==> src/verilog/mrf_defs.svh <==
// Offsets, field positions, reset values and frame constants of the rx frame filter
`ifndef MRF_DEFS_SVH
`define MRF_DEFS_SVH

// Register offsets (byte addresses)
`define MRF_OFF_CONFIG 8'h00
`define MRF_OFF_STATUS 8'h04
`define MRF_OFF_HASH_LO 8'h08
`define MRF_OFF_HASH_HI 8'h0C
`define MRF_OFF_PAUSE_COUNT 8'h10
`define MRF_OFF_QUANTA 8'h14

// Config register fields
`define MRF_CFG_HASH_SEL 0
`define MRF_CFG_PAD_STRIP 1
`define MRF_CFG_CTRL_ACCEPT 2
`define MRF_CFG_PAUSE_FORWARD 3
`define MRF_CFG_PAUSE_IGNORE 4
`define MRF_CFG_WIDTH 5
`define MRF_CFG_RESET 5'h00

// Frame status word fields
`define MRF_ST_LEN_ERR 1
`define MRF_ST_DISCARD 8
`define MRF_ST_PAUSE 9
`define MRF_ST_VLAN 16
`define MRF_ST_STACKED 17

// Frame constants
`define MRF_TYPE_LIMIT 16'h0600
`define MRF_TYPE_CTRL 16'h8808
`define MRF_TYPE_VLAN 16'h8100
`define MRF_OPC_PAUSE 16'h0001
`define MRF_HDR_PLAIN 16'h000E
`define MRF_HDR_VLAN 16'h0012
`define MRF_HDR_STACK 16'h0016
`define MRF_MINPAY_PLAIN 16'h002E
`define MRF_MINPAY_VLAN 16'h002A
`define MRF_MINPAY_STACK 16'h0026
`define MRF_FCS_BYTES 16'h0004
`define MRF_PAUSE_LEN 16'h0040
`define MRF_POS_MAX 16'hFFFF

`endif

==> src/verilog/mrf_pkg.sv <==
// Types shared by the rx frame filter and its users
package mrf_pkg;

  // One received or forwarded octet with its frame markers
  typedef struct packed {
    logic sof;
    logic eof;
    logic [7:0] data;
  } mrf_byte_type;

  // Frame tracking state
  typedef enum logic {
    MRF_IDLE,
    MRF_FRAME
  } mrf_state_type;

endpackage

==> src/verilog/mrf_rx_frame_filter.sv <==
// Receive frame filter: multicast hash, control/pause, VLAN tagging, pad strip
`timescale 1ns/1ps
`include "mrf_defs.svh"

module mrf_rx_frame_filter (
  // Clock, reset, enable
  input wire logic clk_i,
  input wire logic rst_i,
  input wire logic ce_i,
  // Register port
  input wire logic [7:0] reg_addr_i,
  input wire logic [31:0] reg_wdata_i,
  input wire logic reg_wr_i,
  input wire logic reg_rd_i,
  output logic [31:0] reg_rdata_o,
  // Received octets from the PHY side
  input wire logic rx_valid_i,
  input wire mrf_pkg::mrf_byte_type rx_byte_i,
  input wire logic rx_crc_ok_i,
  // Octets toward the receive FIFO
  output logic out_valid_o,
  output mrf_pkg::mrf_byte_type out_byte_o,
  output logic out_end_o,
  output logic [31:0] out_status_o,
  // Pause quanta toward the transmit path
  output logic quanta_valid_o,
  output logic [15:0] quanta_o
);
  import mrf_pkg::*;

  // Host-visible configuration
  logic [`MRF_CFG_WIDTH-1:0] cfg_r;
  logic hash_tab_r [0:63]; // Multicast acceptance table
  logic [31:0] pause_cnt_r; // Pause frames received
  logic [15:0] last_quanta_r; // Most recent delivered quanta
  logic [31:0] last_status_r; // Status of the last completed frame

  // Frame parsing state
  mrf_state_type state_r;
  logic [15:0] pos_r; // Index of the current octet in the frame
  logic [47:0] da_r; // Destination address, first octet in bits 7:0
  logic [15:0] type_r; // Outer length/type
  logic [15:0] opcode_r; // Control opcode or VLAN info
  logic [15:0] type2_r; // Field after first tag or quanta
  logic [15:0] ctype_r; // Client length/type after second tag
  logic mc_hit_r; // Sampled table entry for this frame

  // Decoded configuration bits
  logic hash_source_select;
  logic pad_strip;
  logic control_frame_accept;
  logic pause_forward;
  logic pause_ignore;

  // Classification of the frame in flight
  logic [15:0] pos_cur; // Position of the incoming octet
  logic [47:0] da_full; // Complete address at octet five
  logic [5:0] hash_code;
  logic is_vlan;
  logic is_stacked;
  logic is_ctrl;
  logic is_pause;
  logic [15:0] client;
  logic [15:0] hdr_len;
  logic [15:0] min_pay;
  logic is_len;
  logic strip_on;
  logic keep;
  logic is_mcast;
  logic is_bcast;
  logic reject;
  logic [15:0] frame_len;
  logic [15:0] exp_len;
  logic len_err;
  logic quanta_ok;
  logic [31:0] status_now;
  logic take;

  assign hash_source_select = cfg_r[`MRF_CFG_HASH_SEL];
  assign pad_strip = cfg_r[`MRF_CFG_PAD_STRIP];
  assign control_frame_accept = cfg_r[`MRF_CFG_CTRL_ACCEPT];
  assign pause_forward = cfg_r[`MRF_CFG_PAUSE_FORWARD];
  assign pause_ignore = cfg_r[`MRF_CFG_PAUSE_IGNORE];

  // An octet is consumed only when enabled and offered
  assign take = ce_i && rx_valid_i;

  // Start of frame restarts the position at zero
  assign pos_cur = rx_byte_i.sof ? 16'h0000 : pos_r;

  // Address as it stands once octet five arrives
  assign da_full = {rx_byte_i.data, da_r[39:0]};

  // Hash code from the complete address
  always_comb begin
    for (int i = 0; i < 6; i++) begin
      if (hash_source_select) begin
        hash_code[i] = ^da_full[4*i +: 4];
      end else begin
        hash_code[i] = ^da_full[8*i +: 8];
      end
    end
  end

  // Tag and type decoding from captured fields
  always_comb begin
    is_vlan = (type_r == `MRF_TYPE_VLAN);
    is_stacked = is_vlan && (type2_r == `MRF_TYPE_VLAN);
    is_ctrl = (type_r == `MRF_TYPE_CTRL);
    is_pause = is_ctrl && (opcode_r == `MRF_OPC_PAUSE);
    if (is_stacked) begin
      client = ctype_r;
      hdr_len = `MRF_HDR_STACK;
      min_pay = `MRF_MINPAY_STACK;
    end else if (is_vlan) begin
      client = type2_r;
      hdr_len = `MRF_HDR_VLAN;
      min_pay = `MRF_MINPAY_VLAN;
    end else begin
      client = type_r;
      hdr_len = `MRF_HDR_PLAIN;
      min_pay = `MRF_MINPAY_PLAIN;
    end
    is_len = (client < `MRF_TYPE_LIMIT);
  end

  // Pad removal: drop octets past the declared payload
  always_comb begin
    strip_on = pad_strip && is_len && (client < min_pay);
    // Header octets always pass; fields are complete by then
    if (pos_cur < hdr_len || !strip_on) begin
      keep = 1'b1;
    end else begin
      keep = (pos_cur < hdr_len + client);
    end
  end

  // Address class and acceptance
  always_comb begin
    is_mcast = da_r[0];
    is_bcast = &da_r;
    reject = 1'b0;
    // Broadcast bypasses the table entirely
    if (is_mcast && !is_bcast && !mc_hit_r) begin
      reject = 1'b1;
    end
    // Other control opcodes need the accept bit
    if (is_ctrl && !is_pause && !control_frame_accept) begin
      reject = 1'b1;
    end
    // Pause frames end here unless forwarding is on
    if (is_pause && !pause_forward) begin
      reject = 1'b1;
    end
  end

  // End-of-frame length checks
  always_comb begin
    frame_len = pos_cur + 16'h0001;
    if (client > min_pay) begin
      exp_len = hdr_len + client + `MRF_FCS_BYTES;
    end else begin
      exp_len = hdr_len + min_pay + `MRF_FCS_BYTES;
    end
    len_err = is_len && (frame_len != exp_len);
    quanta_ok = is_pause && !pause_ignore && rx_crc_ok_i &&
                (frame_len == `MRF_PAUSE_LEN);
  end

  // Status word for the closing frame
  always_comb begin
    status_now = 32'h0000_0000;
    status_now[`MRF_ST_LEN_ERR] = len_err;
    status_now[`MRF_ST_DISCARD] = reject;
    status_now[`MRF_ST_PAUSE] = is_pause;
    status_now[`MRF_ST_VLAN] = is_vlan;
    status_now[`MRF_ST_STACKED] = is_stacked;
  end

  // Configuration register
  always_ff @(posedge clk_i) begin
    if (rst_i) begin
      cfg_r <= `MRF_CFG_RESET;
    end else if (ce_i && reg_wr_i && reg_addr_i == `MRF_OFF_CONFIG) begin
      cfg_r <= reg_wdata_i[`MRF_CFG_WIDTH-1:0];
    end
  end

  // Multicast table: host writes whole words, bit i of the low word is entry i, of the high word entry i+32
  always_ff @(posedge clk_i) begin
    if (rst_i) begin
      for (int i = 0; i < 64; i++) begin
        hash_tab_r[i] <= 1'b0;
      end
    end else if (ce_i && reg_wr_i) begin
      for (int i = 0; i < 32; i++) begin
        if (reg_addr_i == `MRF_OFF_HASH_LO) begin
          hash_tab_r[i] <= reg_wdata_i[i];
        end
        if (reg_addr_i == `MRF_OFF_HASH_HI) begin
          hash_tab_r[i+32] <= reg_wdata_i[i];
        end
      end
    end
  end

  // Table lookup once the address is complete; the sampled entry
  // holds for the rest of the frame so later writes cannot tear it
  always_ff @(posedge clk_i) begin
    if (rst_i) begin
      mc_hit_r <= 1'b0;
    end else if (take && pos_cur == 16'h0005) begin
      mc_hit_r <= hash_tab_r[hash_code];
    end
  end

  // Frame tracking and octet position
  always_ff @(posedge clk_i) begin
    if (rst_i) begin
      state_r <= MRF_IDLE;
      pos_r <= 16'h0000;
    end else if (take) begin
      if (rx_byte_i.eof) begin
        state_r <= MRF_IDLE;
      end else if (rx_byte_i.sof) begin
        state_r <= MRF_FRAME;
      end
      // Saturate so jumbo frames never wrap into the header range
      if (pos_cur != `MRF_POS_MAX) begin
        pos_r <= pos_cur + 16'h0001;
      end else begin
        pos_r <= pos_cur;
      end
    end
  end

  // Field capture; type, opcode and tag fields clear at start so stale tags never leak
  always_ff @(posedge clk_i) begin
    if (rst_i) begin
      da_r <= 48'h0000_0000_0000;
      type_r <= 16'h0000;
      opcode_r <= 16'h0000;
      type2_r <= 16'h0000;
      ctype_r <= 16'h0000;
    end else if (take && (rx_byte_i.sof || state_r == MRF_FRAME)) begin
      if (rx_byte_i.sof) begin
        type_r <= 16'h0000;
        opcode_r <= 16'h0000;
        type2_r <= 16'h0000;
        ctype_r <= 16'h0000;
      end
      unique case (pos_cur)
        16'h0000: da_r[7:0] <= rx_byte_i.data;
        16'h0001: da_r[15:8] <= rx_byte_i.data;
        16'h0002: da_r[23:16] <= rx_byte_i.data;
        16'h0003: da_r[31:24] <= rx_byte_i.data;
        16'h0004: da_r[39:32] <= rx_byte_i.data;
        16'h0005: da_r[47:40] <= rx_byte_i.data;
        // Length/type arrives most significant octet first
        16'h000C: type_r[15:8] <= rx_byte_i.data;
        16'h000D: type_r[7:0] <= rx_byte_i.data;
        16'h000E: opcode_r[15:8] <= rx_byte_i.data;
        16'h000F: opcode_r[7:0] <= rx_byte_i.data;
        16'h0010: type2_r[15:8] <= rx_byte_i.data;
        16'h0011: type2_r[7:0] <= rx_byte_i.data;
        16'h0014: ctype_r[15:8] <= rx_byte_i.data;
        16'h0015: ctype_r[7:0] <= rx_byte_i.data;
        default: ;
      endcase
    end
  end

  // Octet forwarding; rejected frames are flagged at the end for the FIFO to drop
  always_ff @(posedge clk_i) begin
    if (rst_i) begin
      out_valid_o <= 1'b0;
      out_byte_o <= '0;
    end else if (ce_i) begin
      out_valid_o <= rx_valid_i && keep;
      if (rx_valid_i) begin
        out_byte_o <= rx_byte_i;
      end
    end
  end

  // Frame end strobe with its status word
  always_ff @(posedge clk_i) begin
    if (rst_i) begin
      out_end_o <= 1'b0;
      out_status_o <= 32'h0000_0000;
      last_status_r <= 32'h0000_0000;
    end else if (ce_i) begin
      out_end_o <= rx_valid_i && rx_byte_i.eof;
      if (rx_valid_i && rx_byte_i.eof) begin
        out_status_o <= status_now;
        last_status_r <= status_now;
      end
    end
  end

  // Pause quanta toward transmit; single clock, so no crossing is needed
  always_ff @(posedge clk_i) begin
    if (rst_i) begin
      quanta_valid_o <= 1'b0;
      quanta_o <= 16'h0000;
      last_quanta_r <= 16'h0000;
    end else if (ce_i) begin
      quanta_valid_o <= rx_valid_i && rx_byte_i.eof && quanta_ok;
      if (rx_valid_i && rx_byte_i.eof && quanta_ok) begin
        quanta_o <= type2_r;
        last_quanta_r <= type2_r;
      end
    end
  end

  // Pause statistics counter, counts every pause seen
  always_ff @(posedge clk_i) begin
    if (rst_i) begin
      pause_cnt_r <= 32'h0000_0000;
    end else if (take && rx_byte_i.eof && is_pause) begin
      pause_cnt_r <= pause_cnt_r + 32'h0000_0001;
    end
  end

  // Register read, data one cycle after the strobe; unmapped reads zero
  always_ff @(posedge clk_i) begin
    if (rst_i) begin
      reg_rdata_o <= 32'h0000_0000;
    end else if (ce_i) begin
      reg_rdata_o <= 32'h0000_0000;
      if (reg_rd_i) begin
        unique case (reg_addr_i)
          `MRF_OFF_CONFIG: reg_rdata_o <= {27'h0000000, cfg_r};
          `MRF_OFF_STATUS: reg_rdata_o <= last_status_r;
          `MRF_OFF_HASH_LO: begin
            for (int i = 0; i < 32; i++) begin
              reg_rdata_o[i] <= hash_tab_r[i];
            end
          end
          `MRF_OFF_HASH_HI: begin
            for (int i = 0; i < 32; i++) begin
              reg_rdata_o[i] <= hash_tab_r[i+32];
            end
          end
          `MRF_OFF_PAUSE_COUNT: reg_rdata_o <= pause_cnt_r;
          `MRF_OFF_QUANTA: reg_rdata_o <= {16'h0000, last_quanta_r};
          default: reg_rdata_o <= 32'h0000_0000;
        endcase
      end
    end
  end

endmodule
==> config.mk <==
export PLATFORM = sky130hd
export DESIGN_NAME = mrf_rx_frame_filter
export DESIGN_NICKNAME = d
export VERILOG_FILES = /design/src/verilog/mrf_pkg.sv /design/src/verilog/mrf_rx_frame_filter.sv
export VERILOG_INCLUDE_DIRS = /design/src /design/src/verilog
export SDC_FILE = /design/constraint.sdc
export NUM_CORES = 1
export LEC_CHECK = 0
export ABC_AREA = 1
export BUFFER_PORTS_ARGS = -buffer_cell sky130_fd_sc_hd__buf_2
export CORE_UTILIZATION = 60
export DETAILED_ROUTE_END_ITERATION = 7
export GPL_ROUTABILITY_DRIVEN = 0
export PLACE_DENSITY = 0.82
export REMOVE_ABC_BUFFERS = 1
export SLEW_MARGIN = 15
export SYNTH_ARGS = -nofsm -noshare
export SYNTH_HDL_FRONTEND = slang
export SYNTH_SLANG_ARGS = --single-unit
==> constraint.sdc <==
create_clock -name clk_i -period 5.82 [get_ports clk_i]
set_input_delay 1.455 -clock clk_i [delete_from_list [all_inputs] [get_ports clk_i]]
set_output_delay 1.455 -clock clk_i [all_outputs]
set_load 0.005 [all_outputs]
==> flow_summary.toml, run 1 <==
[die]
pin_count = 150
initial_core_util = 0.613
dieArea_sq_um = 28400
core-area_sq_um = 27100
die_h_microns = 168
die_w_microns = 168
rows = 60

[synth]
yosysUniqueCellTypes = 59
synth-seq-cells = 297
synth_warnings = 0
synth.largest_area_cell = "dfxtp_1"
synth_top_area_share = 0.299
synth-main-ff-cell = "dfxtp_1"
synthTopCellsByArea = "dfxtp_1, nand2_1, edfxtp_1, inv_1, a21oi_1"
async_flop_share = 0
synth_edf_count = 49
synth_area_sq_um = 16600
syn_avg_cell_area_sq_um = 7.05
postSynthCellCount = 2359
ys_seq_area_frac = 0.387

[clock_network]
post_cts_buffers = 0
clock_path_buffers = 3
cts.sinks = 297
holdBufCountCts = 0
cts.clk_slew.worst_paths_ps = 70
root_buffer = "clkbuf_16"
ctsResizeCount = 0
clkLatencyLatePin_ps = 590
htreeDepth = 1
cts_buffers = 30
cts_tree = "yes"

[route]
drtIter0Drc = 2136
vias = 16562
wl_per_cell_microns = 17.8
drcViolationCount = 0
dr.pass1.iters = 6
wl_microns = 50300
viasPerCell = 5.84
final_antenna_net_count = 0

[critical_path]
arrival_ps = 5280
rrSetupSlack_ps = 960
cp-start-kind = "flip-flop"
cp_max_fo = 19
reg2reg_to = "out_valid_o"
rr_worst_depth = 30
worstReg2RegStart = "type_r[11]"
slowest_stage = "fa_1"
worstSetupPathType = "reg2reg"
path_common_cell = "nand2_1"
endpoint_kind = "flip-flop"
cp_data_required_time_ps = 6240
cp_slowest_stage_delay_ps = 460

[run]
cap_viol_max_count = 0

[sta]
max_slew_margin = 0.270
fmax_mhz = 206
setup_viol = 0
worstMarginPinSlew_ps = 1090
finalCritPeriodShare = 0.835
skew_ps = 26.2
hold_ws_ps = 453
drv_slew = 0
period_needed_ps = 4860
rsz0062_at_grt = "no"
final_hold_viol_count = 0
tns_ps = 0

[grt]
grt_usage = 0.349
grt_start_max_net_pins = 87
grt_pass1_wl_microns = 78600
antenna_found_initial = 0
grt.overflow.total = 0
grt_pass1_vias = 15216

[pwr]
irDropWorstVdd_mv = 0.277
p_per_area_nw_per_um2 = 250
power_leakage_uw = 0.00771

[cells_and_area]
fillers = 2269
regArea_sq_um = 6440
drive_above_1_share = 0.120
nets = 2547
antenna_cells = 0
area_delta_synth_final_pct = 10.8
multi_input_area_sq_um = 8380

[worst_hold_path]
holdCritPathClass = "reg2reg"
hp-start = "da_r[5]"
hold_path_depth = 2
holdPathEnd = "da_r[5]"

[placed_design]
dp_hpwl_microns = 36600
port_buffers = 122

[status]
status = "finished clean"
metrics by stage:
step	cells	utilization	setup WS, ps	total power [uW]	instance area, sq um
global route	2834	0.680	616	4730	18400
detailed placement	2779	0.640	1130	2560	17300
floorplan	2268	-	616	2400	16100
finish	2834	0.680	957	4600	18400
global placement	2779	0.640	1220	2540	17300
CTS	2834	0.680	1080	4590	18400
area by class of cell:
| class | count | area share |
|---|---|---|
| well taps | 372 | 0.0253 |
| multi-input cells | 1620 | 0.455 |
| clock buffers | 37 | 0.0467 |
| inverters | 351 | 0.0718 |
| clock inverters | 18 | 0.0121 |
| flip-flops and latches | 297 | 0.349 |
| repair buffers | 139 | 0.0402 |
cell usage after synthesis (38+ instances only):
library cell and count:
nand2_1 458, inv_1 328, dfxtp_1 248, a21oi_1 242, nor2_1 242, o21ai_0 129
nand3_1 127, clkbuf_1 75, ha_1 50, edfxtp_1 49, nand4_1 40, nor3_1 39
o22ai_1 38
sequential cells by signal, indices dropped and copies added (netlist names), 10 cells and up:
| name | cells |
|---|---|
| hash_tab_r | 64 |
| type2_r | 16 |
| type_r | 16 |
| reg_rdata_o | 32 |
| out_byte_o | 10 |
| opcode_r | 16 |
| ctype_r | 16 |
| last_quanta_r | 16 |
| pos_r | 16 |
| pause_cnt_r | 32 |
| da_r | 48 |
placed cells by master, fill, tap and decap left out, types with 7 or more instances in the layout:
cell type	count
o211ai_1	21
nand2_1	458
inv_2	18
inv_1	328
nor2_2	20
a211oi_1	9
o21ai_0	128
nand2_4	13
clkbuf_16	32
o22ai_1	38
a31oi_1	7
xnor2_1	16
xor2_1	22
dfxtp_1	248
nor2_4	8
nand4_1	40
nor3_1	39
buf_2	121
nor3_2	7
nor4_1	9
buf_4	18
ha_1	50
nor2_1	242
conb_1	27
edfxtp_1	49
o21ai_1	16
nand2_2	23
nand3_1	127
a21oi_1	242
o221ai_1	13
report_power, final:
group	total (uW)	switching [uW]	internal, uW
clock	2070	878	1200
sequential	2140	19.3	2120
combinational	386	275	112
total	4600	1170	3430
worst max path at each step:
stage / slack [ps] / from / cells past startpoint / endpoint
6_report: 960 / type_r[11] / 30 / out_valid_o
5_1_grt: 620 / type_r[11] / 30 / out_valid_o
4_1_cts: 1080 / type_r[11] / 30 / out_valid_o
3_5_place_dp: 1130 / type_r[15] / 31 / out_valid_o
3_3_place_gp: 1220 / type_r[15] / 31 / out_valid_o
2_1_floorplan: 620 / reg_addr_i[5] / 7 / hash_tab_r[32]
critical path, delay by kind of cell, from the launching register on:
| family | cells | cell delay, ps |
|---|---|---|
| adder cells (fa/ha/maj) | 2 | 780 |
| flip-flops | 1 | 400 |
| buffers and inverters | 5 | 500 |
| AO/OA/AOI/OAI | 4 | 520 |
| AND/OR/NAND/NOR | 18 | 2260 |
| XOR/XNOR | 1 | 210 |
routing by layer:
layer / vias to the layer above / wire length [microns] / track usage
met3: 214 / 4820 / 0.0545
met2: 944 / 23100 / 0.587
li1: 7856 / - / -
met1: 7548 / 19200 / 0.425
met5: - / 0 / 0
met4: 0 / 3190 / 0.206
cell families after synthesis:
| family | count (synthesis) | synth area share |
|---|---|---|
| DFF | 297 | 0.387 |
| xor gates and xnor gates | 38 | 0.0200 |
| buffers and inverters | 468 | 0.116 |
| other | 1 | 0.000226 |
| and+or+nand+nor | 1005 | 0.272 |
| adders and majority gates | 51 | 0.0388 |
| AOI/OAI and AO/OA | 499 | 0.166 |
(Power assumes the default switching activity.)
==> run 2, diff against run 1 <==
==> constraint.sdc (replaced) <==
create_clock -name clk_i -period 4.95 [get_ports clk_i]
set_input_delay 1.2375 -clock clk_i [delete_from_list [all_inputs] [get_ports clk_i]]
set_output_delay 1.2375 -clock clk_i [all_outputs]
set_load 0.005 [all_outputs]
==> run 2 against run 1 <==
Compared with the run above: the flow now finishes with violations (design-rule violations); cell count grew 0.32%; sequential cell count is the same; clock power grew 14%; clock-buffer cell count is the same; die area is the same; worst setup slack lost 530 ps.
==> flow_summary.toml, run 2 (synthesis gave the netlist of run 1 again) <==
[sta]
finalCritPeriodShare = 0.913
rsz0062_at_grt = "no"
period_needed_ps = 4520
skew_ps = 16.5
fmax_mhz = 221
setup_viol = 0
setup_ws_ps = 431
final_hold_viol_count = 0
worstMarginPinSlew_ps = 1150
tns_ps = 0
max_slew_margin = 0.229
drv_slew = 0

[critical_path]
endpoint_kind = "flip-flop"
cp_max_fo = 19
startpoint = "type_r[11]"
path_common_cell = "nand2_1"
cp-start-kind = "flip-flop"
arrival_ps = 4940
slowest_stage = "fa_1"
cp_slowest_stage_delay_ps = 460
cp_data_required_time_ps = 5370
worstSetupPathType = "reg2reg"
worstReg2RegStart = "type_r[11]"

[clock_network]
root_buffer = "clkbuf_16"
cts.clk_slew.worst_paths_ps = 70
htreeDepth = 1
post_cts_buffers = 0
cts_buffers = 30
ctsResizeCount = 0
cts_tree = "yes"
clkLatencyLatePin_ps = 570
cts.sinks = 297
clock_path_buffers = 3
holdBufCountCts = 0

[cells_and_area]
reg_top3 = "hash_tab_r: 64 flops, da_r: 48 flops"
fin_util = 0.680
top_register = "hash_tab_r"
drive_above_1_share = 0.121
finalNonFillerCells = 2843
layout_common_cells = "nand2_1, inv_1, dfxtp_1, nor2_1, a21oi_1"
area_delta_synth_final_pct = 10.9
nets = 2555
largest_register_ffs = 64
final_common_cell = "nand2_1"

[die]
core-area_sq_um = 27100
die_w_microns = 168
die_h_microns = 168
pin_count = 150
dieArea_sq_um = 28400
initial_core_util = 0.613
rows = 60

[run]
cap_viol_max_count = 0

[pwr]
power_leakage_uw = 0.00774
p_total_uw = 5330
irDropWorstVdd_mv = 0.248
p_per_area_nw_per_um2 = 289

[status]
violations = "design-rule violations"
status = "complete, but fails checks"

[route]
viasPerCell = 5.82
dr.pass1.iters = 8
wl_microns = 50600
vias = 16545
final_antenna_net_count = 0
drtIter0Drc = 2163
drcViolationCount = 5
wl_per_cell_microns = 17.8

[placed_design]
dp_slack_ps = 407
dp_hpwl_microns = 37100
place_inst = 2787
port_buffers = 122

[grt]
grt_pass1_wl_microns = 79000
grt_pass1_vias = 15570
grt_usage = 0.350
grt.overflow.total = 0
grt_start_max_net_pins = 87
antenna_found_initial = 1

[worst_hold_path]
hp-start = "da_r[35]"
holdCritPathClass = "reg2reg"
## run 2: cell types whose count changed in the layout (fill, tap and decap cells not counted), sizes merged
| cell | change |
|---|---|
| clkinvlp | -4 |
| diode | +1 |
| bufinv | +1 |
| buf | +8 |
| inv | -4 |
| clkinv | +7 |
## run 2: worst max-delay path, delay by kind of cell, from the launching register on
kind                     cells  cell delay (ps)
AO/OA/AOI/OAI                4              490
XOR/XNOR                     1              220
adder cells (fa/ha/maj)      2              780
buffers and inverters        5              480
flip-flops                   1              380
AND/OR/NAND/NOR             18             2000
## run 2: final timing paths
kind,to,cells after the start,slack [ps]
worst min register to register,da_r[35],2,450
worst max-delay path,out_valid_o,30,430
worst min-delay path,da_r[35],2,450
worst max register to register,out_valid_o,30,430
## run 2: report_power, final
part	total, uW	internal [uW]	switching (uW)
Clock	2360	1390	974
Sequential	2510	2490	23.0
Combinational	457	134	323
Total	5330	4010	1320
## run 2: layout make-up
| class | instances | area, sq um |
|---|---|---|
| diodes | 1 | 2.50 |
| clock buffers | 37 | 827 |
| clock inverters | 18 | 205 |
| fillers | 2281 | 8660 |
| inverters | 351 | 1320 |
| multi-input cells | 1620 | 8380 |
| flip-flops and latches | 297 | 6440 |
| well taps | 372 | 465 |
| repair buffers | 147 | 801 |
## run 2: per-stage QoR
stage | hold WS (ps) | cell area (sq um)
6_report | 449 | 18400
2_1_floorplan | 429 | 16100
5_1_grt | 476 | 18400
3_5_place_dp | 442 | 17400
4_1_cts | 451 | 18400
3_3_place_gp | 438 | 17400
## run 2: routing by layer
metal / up-vias / GRT usage / share of wire
li1: 7854 / - / -
met1: 7499 / 0.421 / 0.38
met2: 951 / 0.590 / 0.46
met3: 241 / 0.0496 / 0.093
met4: 0 / 0.225 / 0.070
met5: - / 0 / 0
